### src/inc/asp_pkg.sv
// Package of shared constants and types for the serial command port.
package asp_pkg;
    // ------------------------------------------------------------------
    // Command codes and address map
    // ------------------------------------------------------------------
    localparam logic [7:0] ASP_CMD_WRITE = 8'h0A;
    localparam logic [7:0] ASP_CMD_READ = 8'h0B;
    localparam logic [7:0] ASP_CMD_FIFO = 8'h0D;
    localparam logic [5:0] ASP_ADDR_INVALID = 6'h3F;
    localparam logic [7:0] ASP_ADDR_LIMIT = 8'h3F;
    localparam logic [5:0] ASP_ADDR_USER_LAST = 6'h2E;
    localparam logic [5:0] ASP_DR8_FIRST = 6'h08;
    localparam logic [5:0] ASP_DR8_LAST = 6'h0A;
    localparam logic [5:0] ASP_DR12_FIRST = 6'h0E;
    localparam logic [5:0] ASP_DR12_LAST = 6'h15;
    localparam logic [2:0] ASP_BIT_LAST = 3'h7;
    localparam logic [7:0] ASP_BYTE_ZERO = 8'h00;
    // ------------------------------------------------------------------
    // Timing and sizes
    // ------------------------------------------------------------------
    localparam int ASP_CLK_MHZ = 50;
    localparam int ASP_DRDY_CLEAR_US = 80;
    localparam int ASP_DRDY_CLEAR_CYC = ASP_DRDY_CLEAR_US * ASP_CLK_MHZ;
    localparam int ASP_SCLK_DIV = 4;
    localparam int ASP_FIFO_DEPTH = 32;
    localparam int ASP_SAMPLE_W = 16;

    // Frame states, Gray coded along command, address, data.
    typedef enum logic [1:0] {
        ASP_ST_CMD = 2'b00,
        ASP_ST_ADDR = 2'b01,
        ASP_ST_DATA = 2'b11,
        ASP_ST_IGNORE = 2'b10
    } asp_state_t;

    // Clamp an incoming address byte onto the 6-bit map.
    function automatic logic [5:0] asp_clamp(input logic [7:0] a);
        asp_clamp = (a > ASP_ADDR_LIMIT) ? ASP_ADDR_INVALID : a[5:0];
    endfunction

    // Next burst address, halting at the invalid location.
    function automatic logic [5:0] asp_incr(input logic [5:0] a);
        asp_incr = (a == ASP_ADDR_INVALID) ? a : a + 6'h01;
    endfunction
endpackage

### src/inc/asp_if.sv
// Interface joining the serial master and the device command port.
`timescale 1ns/10ps
interface asp_if;
    logic cs_n;
    logic sclk;
    logic mosi;
    logic miso_o;
    logic miso_oe;
    modport dev (input cs_n, input sclk, input mosi, output miso_o, output miso_oe);
    modport mst (output cs_n, output sclk, output mosi, input miso_o, input miso_oe);
endinterface

### src/hw/asp_fifo.sv
// Flip-flop FIFO with valid and ready on both sides.
`timescale 1ns/10ps
module asp_fifo #(
    parameter int WIDTH = 16,
    parameter int DEPTH = 32
) (
    input wire logic clock,
    input wire logic rst,
    input wire logic ce,
    input wire logic [WIDTH-1:0] in_data,
    input wire logic in_valid,
    output logic in_ready,
    output logic [WIDTH-1:0] out_data,
    output logic out_valid,
    input wire logic out_ready
);
    localparam int AW = $clog2(DEPTH);
    logic [WIDTH-1:0] mem [DEPTH];
    logic [AW-1:0] wp;
    logic [AW-1:0] rp;
    logic [AW:0] cnt;
    logic do_wr;
    logic do_rd;

    assign in_ready = (cnt != (AW+1)'(DEPTH));
    assign out_valid = (cnt != '0);
    assign out_data = mem[rp];
    assign do_wr = in_valid && in_ready;
    assign do_rd = out_valid && out_ready;

    // Storage write; pointers wrap since depth is a power of two.
    always_ff @(posedge clock) begin
        if (ce && do_wr) begin
            mem[wp] <= in_data;
        end
    end

    // Pointer and fill level update.
    always_ff @(posedge clock or posedge rst) begin
        if (rst) begin
            wp <= '0;
            rp <= '0;
            cnt <= '0;
        end else if (ce) begin
            if (do_wr) begin
                wp <= wp + 1'b1;
            end
            if (do_rd) begin
                rp <= rp + 1'b1;
            end
            cnt <= cnt + (AW+1)'(do_wr) - (AW+1)'(do_rd);
        end
    end
endmodule // asp_fifo

### src/hw/asp_dev.sv
// Device end: serial command interpreter with register and sample ports.
`timescale 1ns/10ps
// Summary of operation
// - First byte selects write, read or FIFO.
// - Register frames: command, address, then data.
// - Bursts of many data bytes are accepted.
// - FIFO read has no address byte.
// - Samples are two bytes: axis and data.
// - Odd end drops the sample's upper half.
// - Low byte of each sample goes first.
// - Master should read even byte counts.
// - Master should burst-read results together.
// - FIFO keeps pace with bytes at link rate.
// - Address increments per further data byte.
// - Increment halts at invalid address 63.
// - Addresses above range map to 0x3F.
// - Only 0x00 to 0x2E are user space.
// - Data register reads clear data ready.
// - Data ready clear may lag 80 us.
// - Other accesses have no added latency.
// - Unknown commands are ignored entirely.
// - Output stays undriven after unknown command.
// - Mode 0: sample on rise, shift on fall.
// - Output driven only while returning read data.
module asp_dev
    import asp_pkg::*;
#(
    parameter int DEPTH = ASP_FIFO_DEPTH,
    parameter int CLEAR_CYC = ASP_DRDY_CLEAR_CYC
) (
    input wire logic clock,
    input wire logic rst,
    input wire logic ce,
    asp_if.dev link,
    output logic reg_we,
    output logic reg_re,
    output logic [5:0] reg_addr,
    output logic [7:0] reg_wdata,
    input wire logic [7:0] reg_rdata,
    input wire logic [ASP_SAMPLE_W-1:0] smp_data,
    input wire logic smp_valid,
    output logic smp_ready,
    input wire logic drdy_set,
    output logic drdy
);
    // ------------------------------------------------------------------
    // Pin synchronisers and edge detection
    // ------------------------------------------------------------------
    logic [1:0] cs_sync;
    logic [1:0] sck_sync;
    logic [1:0] mosi_sync;
    logic sck_prev;
    logic cs_n;
    logic rise;
    logic fall;

    // Two stages for each pin; only the second stage feeds logic.
    always_ff @(posedge clock or posedge rst) begin
        if (rst) begin
            cs_sync <= 2'b11;
            sck_sync <= 2'b00;
            mosi_sync <= 2'b00;
            sck_prev <= 1'b0;
        end else if (ce) begin
            cs_sync <= {cs_sync[0], link.cs_n};
            sck_sync <= {sck_sync[0], link.sclk};
            mosi_sync <= {mosi_sync[0], link.mosi};
            sck_prev <= sck_sync[1];
        end
    end

    assign cs_n = cs_sync[1];
    assign rise = !cs_n && sck_sync[1] && !sck_prev;
    assign fall = !cs_n && !sck_sync[1] && sck_prev;

    // ------------------------------------------------------------------
    // Sample buffer
    // ------------------------------------------------------------------
    logic [ASP_SAMPLE_W-1:0] fifo_data;
    logic fifo_valid;
    logic fifo_pop;
    logic fifo_in_ready;

    // The buffer decouples the sensing side from link bursts.
    asp_fifo #(.WIDTH(ASP_SAMPLE_W), .DEPTH(DEPTH)) u_fifo (
        .clock(clock),
        .rst(rst),
        .ce(ce),
        .in_data(smp_data),
        .in_valid(smp_valid && smp_ready),
        .in_ready(fifo_in_ready),
        .out_data(fifo_data),
        .out_valid(fifo_valid),
        .out_ready(fifo_pop)
    );

    // Registered ready; it drops for a cycle after each handshake to cover the registered lag.
    always_ff @(posedge clock or posedge rst) begin
        if (rst) begin
            smp_ready <= 1'b0;
        end else if (ce) begin
            smp_ready <= fifo_in_ready && !(smp_valid && smp_ready);
        end
    end

    // ------------------------------------------------------------------
    // Frame decoder
    // ------------------------------------------------------------------
    asp_state_t state;
    logic [7:0] cmd;
    logic [7:0] shreg;
    logic [2:0] bitn;
    logic [7:0] txreg;
    logic [5:0] addr;
    logic hi_half;
    logic [7:0] rx_byte;
    logic byte_done;
    logic load_tx;

    assign rx_byte = {shreg[6:0], mosi_sync[1]};
    assign byte_done = rise && (bitn == ASP_BIT_LAST);

    // Receive bit counter and shifter; the counter is cleared whenever select is high.
    always_ff @(posedge clock or posedge rst) begin
        if (rst) begin
            shreg <= ASP_BYTE_ZERO;
            bitn <= 3'h0;
        end else if (ce) begin
            if (cs_n) begin
                bitn <= 3'h0;
            end else if (rise) begin
                shreg <= rx_byte;
                bitn <= bitn + 3'h1;
            end
        end
    end

    // Command, address and state progression.
    always_ff @(posedge clock or posedge rst) begin
        if (rst) begin
            state <= ASP_ST_CMD;
            cmd <= ASP_BYTE_ZERO;
            addr <= 6'h00;
        end else if (ce) begin
            if (cs_n) begin
                state <= ASP_ST_CMD;
            end else if (byte_done) begin
                case (state)
                    ASP_ST_CMD: begin
                        cmd <= rx_byte;
                        if (rx_byte == ASP_CMD_WRITE || rx_byte == ASP_CMD_READ) begin
                            state <= ASP_ST_ADDR;
                        end else if (rx_byte == ASP_CMD_FIFO) begin
                            state <= ASP_ST_DATA;
                        end else begin
                            state <= ASP_ST_IGNORE;
                        end
                    end
                    ASP_ST_ADDR: begin
                        addr <= asp_clamp(rx_byte);
                        state <= ASP_ST_DATA;
                    end
                    ASP_ST_DATA: begin
                        if (cmd != ASP_CMD_FIFO) begin
                            addr <= asp_incr(addr);
                        end
                    end
                    default: begin
                        state <= ASP_ST_IGNORE;
                    end
                endcase
            end
        end
    end

    // ------------------------------------------------------------------
    // Register access strobes, single cycle, no added latency
    // ------------------------------------------------------------------
    always_ff @(posedge clock or posedge rst) begin
        if (rst) begin
            reg_we <= 1'b0;
            reg_re <= 1'b0;
            reg_addr <= 6'h00;
            reg_wdata <= ASP_BYTE_ZERO;
        end else if (ce) begin
            reg_we <= 1'b0;
            reg_re <= 1'b0;
            if (byte_done && state == ASP_ST_DATA && cmd == ASP_CMD_WRITE) begin
                reg_we <= (addr != ASP_ADDR_INVALID);
                reg_addr <= addr;
                reg_wdata <= rx_byte;
            end else if (byte_done && cmd == ASP_CMD_READ) begin
                // The address leads the strobe by half a bit, so read data settles first.
                reg_addr <= (state == ASP_ST_ADDR) ? asp_clamp(rx_byte) :
                    asp_incr(addr);
            end else if (load_tx && cmd == ASP_CMD_READ) begin
                reg_re <= (addr != ASP_ADDR_INVALID);
            end
        end
    end

    // Read byte preparation happens on the falling edge ending a byte.
    assign load_tx = fall && bitn == 3'h0 && state == ASP_ST_DATA;
    assign fifo_pop = fifo_valid && hi_half && ((load_tx && cmd == ASP_CMD_FIFO) || cs_n);

    // ------------------------------------------------------------------
    // Output shifter and drive enable
    // ------------------------------------------------------------------
    always_ff @(posedge clock or posedge rst) begin
        if (rst) begin
            txreg <= ASP_BYTE_ZERO;
            hi_half <= 1'b0;
            link.miso_oe <= 1'b0;
            link.miso_o <= 1'b0;
        end else if (ce) begin
            if (cs_n) begin
                hi_half <= 1'b0;
                link.miso_oe <= 1'b0;
            end else if (load_tx && cmd == ASP_CMD_READ) begin
                txreg <= {reg_rdata[6:0], 1'b0};
                link.miso_o <= reg_rdata[7];
                link.miso_oe <= 1'b1;
            end else if (load_tx && cmd == ASP_CMD_FIFO) begin
                // Low byte first, then high byte with axis tag.
                if (hi_half) begin
                    txreg <= {fifo_data[14:8], 1'b0};
                    link.miso_o <= fifo_data[15];
                end else begin
                    txreg <= {fifo_data[6:0], 1'b0};
                    link.miso_o <= fifo_data[7];
                end
                hi_half <= !hi_half;
                link.miso_oe <= 1'b1;
            end else if (fall && state == ASP_ST_DATA && cmd != ASP_CMD_WRITE) begin
                link.miso_o <= txreg[7];
                txreg <= {txreg[6:0], 1'b0};
            end else if (state == ASP_ST_IGNORE) begin
                link.miso_oe <= 1'b0;
            end
        end
    end

    // ------------------------------------------------------------------
    // Data-ready flag; the clear lands after a fixed delay.
    // ------------------------------------------------------------------
    logic [$clog2(CLEAR_CYC+1)-1:0] clr_cnt;
    logic clr_pend;
    logic dr_hit;

    assign dr_hit = reg_re && ((reg_addr >= ASP_DR8_FIRST && reg_addr <= ASP_DR8_LAST) ||
        (reg_addr >= ASP_DR12_FIRST && reg_addr <= ASP_DR12_LAST));

    // A new set wins over a clear landing in the same cycle; a set during the delay is still cleared.
    always_ff @(posedge clock or posedge rst) begin
        if (rst) begin
            drdy <= 1'b0;
            clr_pend <= 1'b0;
            clr_cnt <= '0;
        end else if (ce) begin
            if (dr_hit) begin
                clr_pend <= 1'b1;
                clr_cnt <= '0;
            end else if (clr_pend) begin
                clr_cnt <= clr_cnt + 1'b1;
            end
            if (drdy_set) begin
                drdy <= 1'b1;
            end else if (clr_pend && clr_cnt == ($bits(clr_cnt))'(CLEAR_CYC - 1)) begin
                drdy <= 1'b0;
            end
            if (clr_pend && !dr_hit && clr_cnt == ($bits(clr_cnt))'(CLEAR_CYC - 1)) begin
                clr_pend <= 1'b0;
            end
        end
    end
endmodule // asp_dev

### src/flat_wrapper.sv
// flat-port wrapper written by rule: the top's interface ports become plain ports
module asp_dev_flat import asp_pkg::*;
#(
    parameter int DEPTH = ASP_FIFO_DEPTH,
    parameter int CLEAR_CYC = ASP_DRDY_CLEAR_CYC
)
  (clock, rst, ce, reg_we, reg_re, reg_addr, reg_wdata, reg_rdata, smp_data, smp_valid, smp_ready, drdy_set, drdy, link_cs_n, link_sclk, link_mosi, link_miso_o, link_miso_oe);
  asp_if link_i ();
  input wire logic clock;
  input wire logic rst;
  input wire logic ce;
  output logic reg_we;
  output logic reg_re;
  output logic [5:0] reg_addr;
  output logic [7:0] reg_wdata;
  input wire logic [7:0] reg_rdata;
  input wire logic [ASP_SAMPLE_W-1:0] smp_data;
  input wire logic smp_valid;
  output logic smp_ready;
  input wire logic drdy_set;
  output logic drdy;
  input wire logic [$bits(link_i.cs_n)-1:0] link_cs_n;
  input wire logic [$bits(link_i.sclk)-1:0] link_sclk;
  input wire logic [$bits(link_i.mosi)-1:0] link_mosi;
  output wire logic [$bits(link_i.miso_o)-1:0] link_miso_o;
  output wire logic [$bits(link_i.miso_oe)-1:0] link_miso_oe;
  assign link_i.cs_n = link_cs_n;
  assign link_i.sclk = link_sclk;
  assign link_i.mosi = link_mosi;
  assign link_miso_o = link_i.miso_o;
  assign link_miso_oe = link_i.miso_oe;
  asp_dev #(.DEPTH(DEPTH), .CLEAR_CYC(CLEAR_CYC)) u_core (.clock(clock), .rst(rst), .ce(ce), .link(link_i), .reg_we(reg_we), .reg_re(reg_re), .reg_addr(reg_addr), .reg_wdata(reg_wdata), .reg_rdata(reg_rdata), .smp_data(smp_data), .smp_valid(smp_valid), .smp_ready(smp_ready), .drdy_set(drdy_set), .drdy(drdy));
endmodule
### config.mk
export PLATFORM = sky130hd
export DESIGN_NAME = asp_dev_flat
export DESIGN_NICKNAME = d
export VERILOG_FILES = /design/src/inc/asp_pkg.sv /design/src/inc/asp_if.sv /design/src/hw/asp_fifo.sv /design/src/hw/asp_dev.sv /design/src/flat_wrapper.sv
export SDC_FILE = /design/constraint.sdc
export NUM_CORES = 1
export LEC_CHECK = 0
export ABC_AREA = 0
export BUFFER_PORTS_ARGS = -buffer_cell sky130_fd_sc_hd__buf_4
export CAP_MARGIN = 20
export CORE_MARGIN = 5
export CORE_UTILIZATION = 56
export DETAILED_ROUTE_END_ITERATION = 6
export PLACE_DENSITY = 0.84
export SLEW_MARGIN = 10
export SYNTH_ARGS = -nofsm -noshare
export SYNTH_HDL_FRONTEND = slang
export SYNTH_SLANG_ARGS = --single-unit
### constraint.sdc
create_clock -name clock -period 3 [get_ports clock]
set_input_delay 0.45 -clock clock [delete_from_list [all_inputs] [get_ports clock]]
set_output_delay 0.45 -clock clock [all_outputs]
set_load 0.05 [all_outputs]
Word level (Yosys, flattened, before mapping)
Memories as Yosys holds them, arrays and structs flattened. Cells that the tools add are included.

Bits of input ports: 32. Register bits: 91. Output and inout bits: 20. Logic and storage cells: 164. RAM bits: 512. Memories kept: 1.

Memory list: u_core.u_fifo.mem (words 32, bits a word 16, read ports 1, clocked after memory_dff 0, wr ports 1, RTL line asp_fifo.sv:18) `logic [WIDTH-1:0] mem [DEPTH];`.

Bitwise logic cells: 1. Mux-type cells: 42. $add $sub $neg: 7. Magnitude comparators: 5. Equal/unequal tests: 20. Reductions and logical operators: 64.

Operator list (number): 8-bit by 4-bit == test with 1-bit output (second input constant) (6); 6-bit 2-to-1 mux (6); 8-bit 2-to-1 mux (4); 1-bit logical AND (27); 12-bit 2-to-1 mux (2); 1-bit 2-to-1 mux (23); 8-bit by 4-bit inequality test with 1-bit output (second input constant) (2); 2-bit AND reduction (8); 2-bit nonzero test (8); 3-bit AND reduction (5); 12-bit by 1-bit adder with 12-bit output (second input constant) (1); 12-bit == test (second input constant) (1); 6-bit by 4-bit >= comparator with 1-bit output (second input constant) (2); 6-bit inequality test (second input constant) (2); 6-bit one-hot mux with 2 select lines (1); 5-bit by 1-bit adder with 5-bit output (second input constant) (2); 8-bit by 6-bit > comparator with 1-bit output (second input constant) (1); 6-bit by 1-bit adder with 6-bit output (1); 6-bit by 1-bit adder with 6-bit output (second input constant) (1); 6-bit == test (second input constant) (1); 6-bit by 4-bit less-or-equal comparator with 1-bit output (second input constant) (1); 6-bit by 5-bit less-or-equal comparator with 1-bit output (second input constant) (1); 1-bit logical NOT (6); 2-bit 2-to-1 mux (3); other kinds (18) (24).

Longest topological paths before layout
Depth after elaboration: 10. Gate-level depth with buffers: 16. Mapped depth without buffers: 15.

Hierarchy
Synthesis repeated with hierarchy kept, for this count alone.

Cell total of the unflattened synthesis: 1353. Area, all modules: 24461.0 sq um.

By module, submodules not included: asp_fifo (sequential area each 15775.1 sq um, instances 1, area an instance 20594.8 sq um, cells each 981); asp_dev (sequential area each 1854.3 sq um, instances 1, area an instance 3866.2 sq um, cells each 372).

Least setup slack after synthesis
OpenSTA, ideal clock, no wires.

Path kind: register -> register. From: reg u_core.cs_sync[1]. To: reg u_core.u_fifo.cnt[4]. Slack: 14 ps. Buffers on the path: 1. Library setup time: 134 ps. Required time: 2866 ps. Arrival: 2852 ps. Clock period less this slack: 2986 ps. Cell stages (with the launch flop): 15. Cell sequence: dfstp_2 -> clkbuf_1 -> and4b_1 -> and4b_1 -> a21oi_1 -> nor2_1 -> ha_1 -> inv_1 -> ha_1 -> fa_1 -> a21oi_1 -> nor2_1 -> nor2_1 -> xor2_1 -> mux2i_1.

Cells in the longest elaborated chain, start to end: 10.

Ends and longest elaborated chain: from (decl) (RTL line asp_dev.sv:49) `logic [1:0] cs_sync;`; from (signal assigned) (RTL line asp_dev.sv:65) `cs_sync <= {cs_sync[0], link.cs_n};`; 1-bit logical NOT (RTL line asp_dev.sv:74) `assign fall = !cs_n && !sck_sync[1] && sck_prev;`; 1-bit logical AND (2 in series) (RTL line asp_dev.sv:74); 1-bit logical AND (2 in series) (RTL line asp_dev.sv:203) `assign load_tx = fall && bitn == 3'h0 && state == ASP_ST_DATA;`; 1-bit logical AND (RTL line asp_dev.sv:204) `assign fifo_pop = fifo_valid && hi_half && ((load_tx && cmd == ASP_CMD_FIFO) || cs_n);`; 1-bit logical OR (*) (RTL line asp_dev.sv:204); 1-bit logical AND (*) (RTL line asp_dev.sv:204); 1-bit logical AND (*) (RTL line asp_fifo.sv:29) `assign do_rd = out_valid && out_ready;`; 6-bit by 1-bit subtractor with 6-bit output (*) (RTL line asp_fifo.sv:51) `cnt <= cnt + (AW+1)'(do_wr) - (AW+1)'(do_rd);`; to (signal assigned) (RTL line asp_fifo.sv:51); to (decl) (RTL line asp_fifo.sv:21) `logic [AW:0] cnt;`.

Mark *: on every way between the ends. The rest lies on a longest branch, timed or not. A chain may end at the register's enable or synchronous reset.

Worst setup path after layout
Same ends and word-level chain as after synthesis.

==> results.md <==
- Core area: 44000 um2
- Slew margin rel.: 34.5%
- First-pass GRT wire length: 87400 um
- Commonest cells in the netlist: 512 x edfxtp_1, 108 x mux2i_1, 88 x dfrtp_1, 88 x nor2_1, 60 x mux4_2
- Largest net degree at the start of global routing: 47
- Slew @ Worst Pin: 983 ps
- Grt ovf: 0
- CTS tree: built
- Root Driver: clkbuf_16
- Hold path cells: 2
- Initial antenna violation count: 0
- Post-synth EDFFs: 512
- Min-delay worst type: primary input to flop
- Area post-placement: 26100 um2
- Flip-flop and latch count after synthesis: 602
- Share of cells above drive strength 1: 22.4%
- Seq/Total Area, Yosys: 70.9%
- Syn nets: 1475
- Syn Area/Cell: 17.5 um2
- # rows: 77
- Netlist cell types: 76
- Slew Viols, Final: 0
- Worst path cell trace: and4b_1 > and4b_2 > a21oi_4 > nor2_1 > ha_1 > inv_1 > ha_1 > fa_2 > a21oi_2 > nor2_1 > nor2_1 > xor2_1 > mux2i_1
- Post-Route WL: 58000 um
- RR Endpoint: u_core.u_fifo.cnt[4]
- CP Launch Type: flop
- Final Wtd Congestion: 0.892
- Final period utilization: 94.7%
- Die X: 221 um
- VDD IR max: 0.000523 V
- Via density per instance: 6.39
- Clk buf depth: 3
- Placed wire-length estimate: 35600 um
- Largest family of logic cells by synthesized area: multiplexers
- Post-Syn Area: 24900 um2
- Utilization after layout: 64.1%
- MaxCap Viol Count: 0
- Cells on worst reg2reg path: 13
- Layout area overhead: 13.5%
- Clk_skew: 50.5 ps
- Maximum fanout along the worst path: 3
- Finished Cell Area: 28200 um2
- Synth Area in Simple Gates: 5.17%
- Die Height: 221 um
- Via Count: 13940
- Total Nets Final: 1594
- Fmax: 0.352 GHz
- CP top delay family: adder cells
- Area leader, netlist: edfxtp_1
- CTS buffer count: 59
- Post-route minimum period: 2840 ps
- WL/cell: 26.6 um
- Critical Path Stages: 13
- Top cells by area, synth: edfxtp_1 62%, dfrtp_1 8.9%, mux4_2 5.4%
- GRT Overall Usage: 24.2%
- Critical path's slowest cell: dfstp_2
- Reg2reg start: u_core.cs_sync[1]
- Fillers: 2915
- Power per cell area: 657 nW/um2
- Main flop type after synthesis: edfxtp_1
- Post-Synth XOR/XNOR Area: 0.845%
- Clock transition at path regs: 60 ps
- Leak pwr: 9.46 nW
- Critical Path Sink Type: flop
- Diode count: 0
- Yosys warning count: 0
- First-pass iteration count of the detailed router: 5
- CP bufs+invs: 1
- Final ANT Viol Nets: 0
- Synth Area in Compound Gates: 5.63%
- Clock sink count: 602
- Yosys top cell area share: 61.8%
- H-tree levels: 2
- Worst Path Required: 3470 ps
- Hold Crit Start: link_mosi
- Status: finished, final reports clean
- I/O Pins: 52
- CP dominant cell by count: nor2_1
- DRC viols: 0
- Port Buffers: 51
- Number of global-route vias before repair: 14205
- Final hold violation count: 0
- CP peak stage delay: 530 ps
- Post-synthesis mux area share: 13.9%
- Worst Hold Path EP: u_core.mosi_sync[0]
- Synth async-reset ratio: 15.0%
- Cells after Synth: 1423
- Starting DRT DRC Count: 1783
- Crit path kind: flop to flop
- Worst-Skew Late Latency: 640 ps
- Crit path DAT: 3310 ps
- Most frequent cell after synthesis: edfxtp_1
- Die Area: 48700 um2
- Reg2Reg Setup Slack: 160 ps
- Initial Util: 56.5%
- Final setup violation count: 0
- Adder-cell area share of the yosys netlist: 1.04%
==> worst register-to-register path: cells and delay by family (launching register included) <==
kind | cells | cell delay [ps]
adder cells (fa/ha/maj) | 3 | 870
AND/OR/NAND/NOR | 5 | 760
flip-flops | 1 | 530
AO/OA/AOI/OAI | 2 | 300
XOR/XNOR | 1 | 160
multiplexers | 1 | 80
buffers and inverters | 1 | 40
==> cell families after synthesis <==
family          Yosys count
compound gates          191
flops                   602
mux                     230
buf+inv                 102
fa+ha+maj                20
simple gates            254
xor+xnor                 24
==> worst max path at each step <==
stage | start | end
3_5_place_dp | u_core.bitn[0] | u_core.u_fifo.cnt[4]
2_1_floorplan | u_core.cs_sync[1] | u_core.u_fifo.cnt[4]
3_3_place_gp | u_core.cs_sync[1] | u_core.u_fifo.cnt[4]
6_report | u_core.cs_sync[1] | u_core.u_fifo.cnt[4]
4_1_cts | u_core.bitn[0] | u_core.u_fifo.cnt[4]
5_1_grt | u_core.cs_sync[1] | u_core.u_fifo.cnt[4]
==> power by group <==
part           internal [mW]  switching, mW
clock                   4.49           3.16
combinational          0.516          0.758
sequential              9.34          0.281
==> state kept, by name, summed over array words and instances, names as in the netlist, 3 cells and up <==
signal	flops
u_core.u_fifo.cnt	6
u_core.reg_wdata	8
u_core.u_fifo.rp	5
u_core.clr_cnt	12
u_core.reg_addr	6
u_core.txreg	7
u_core.cmd	8
u_core.bitn	3
u_core.u_fifo.wp	5
u_core.shreg	7
u_core.addr	6
u_core.u_fifo.mem	512
==> layer usage <==
metal | share of wire [%] | track usage, % | routed length [um]
met1 | 39 | 33.4 | 22700
met3 | 9.8 | 6.09 | 5710
met2 | 47 | 38.0 | 27200
met4 | 4.0 | 8.68 | 2300
met5 | 0 | 0 | 0
==> area by class of cell <==
type                            count  area [um2]  area share [%]
Inverter                           23        87.6           0.310
Tap cell                          592         741            2.62
Clock buffer                       66        1500            5.32
Timing Repair Buffer              137        1110            3.92
Sequential cell                   602       17600            62.5
Clock inverter                     43         524            1.86
Multi-Input combinational cell    719        6620            23.5
==> placed cells by master (no fill, tap or decap), types with 13 or more instances in the layout <==
cell / count
a21oi_1: 17
a221oi_1: 13
buf_4: 130
clkbuf_16: 59
clkinv_1: 13
clkinv_2: 13
dfrtp_1: 85
edfxtp_1: 512
ha_1: 19
inv_1: 20
mux2_2: 41
mux2i_1: 108
mux4_1: 21
mux4_2: 60
nand2_1: 49
nand3_1: 17
nor2_1: 88
nor4_1: 17
o21ai_0: 40
o221ai_1: 17
o22ai_1: 27
xnor2_1: 13
==> through the flow <==
stage	std cells	hold WS [ps]	setup TNS [ps]	setup WS (ps)	total power, mW
floorplan	1423	465	0	13.6	10.5
global placement	2070	484	0	100	10.9
detailed placement	2070	491	-3.00	-3.00	11.0
CTS	2180	27.2	0	81.4	18.6
global route	2182	31.0	-13.1	-13.1	19.2
finish	2182	56.5	0	160	18.5
==> timing repair <==
action | 4_1_cts | 5_1_grt
endpoints found under the setup margin | 1 | 2
endpoints found under the hold margin | 42 | 0
hold buffers | 1 | 0
pin swaps | 0 | 2
resized for setup | 1 | 4
buffers inserted | 0 | 2
No activity file was read; power rests on OpenSTA's default activity.
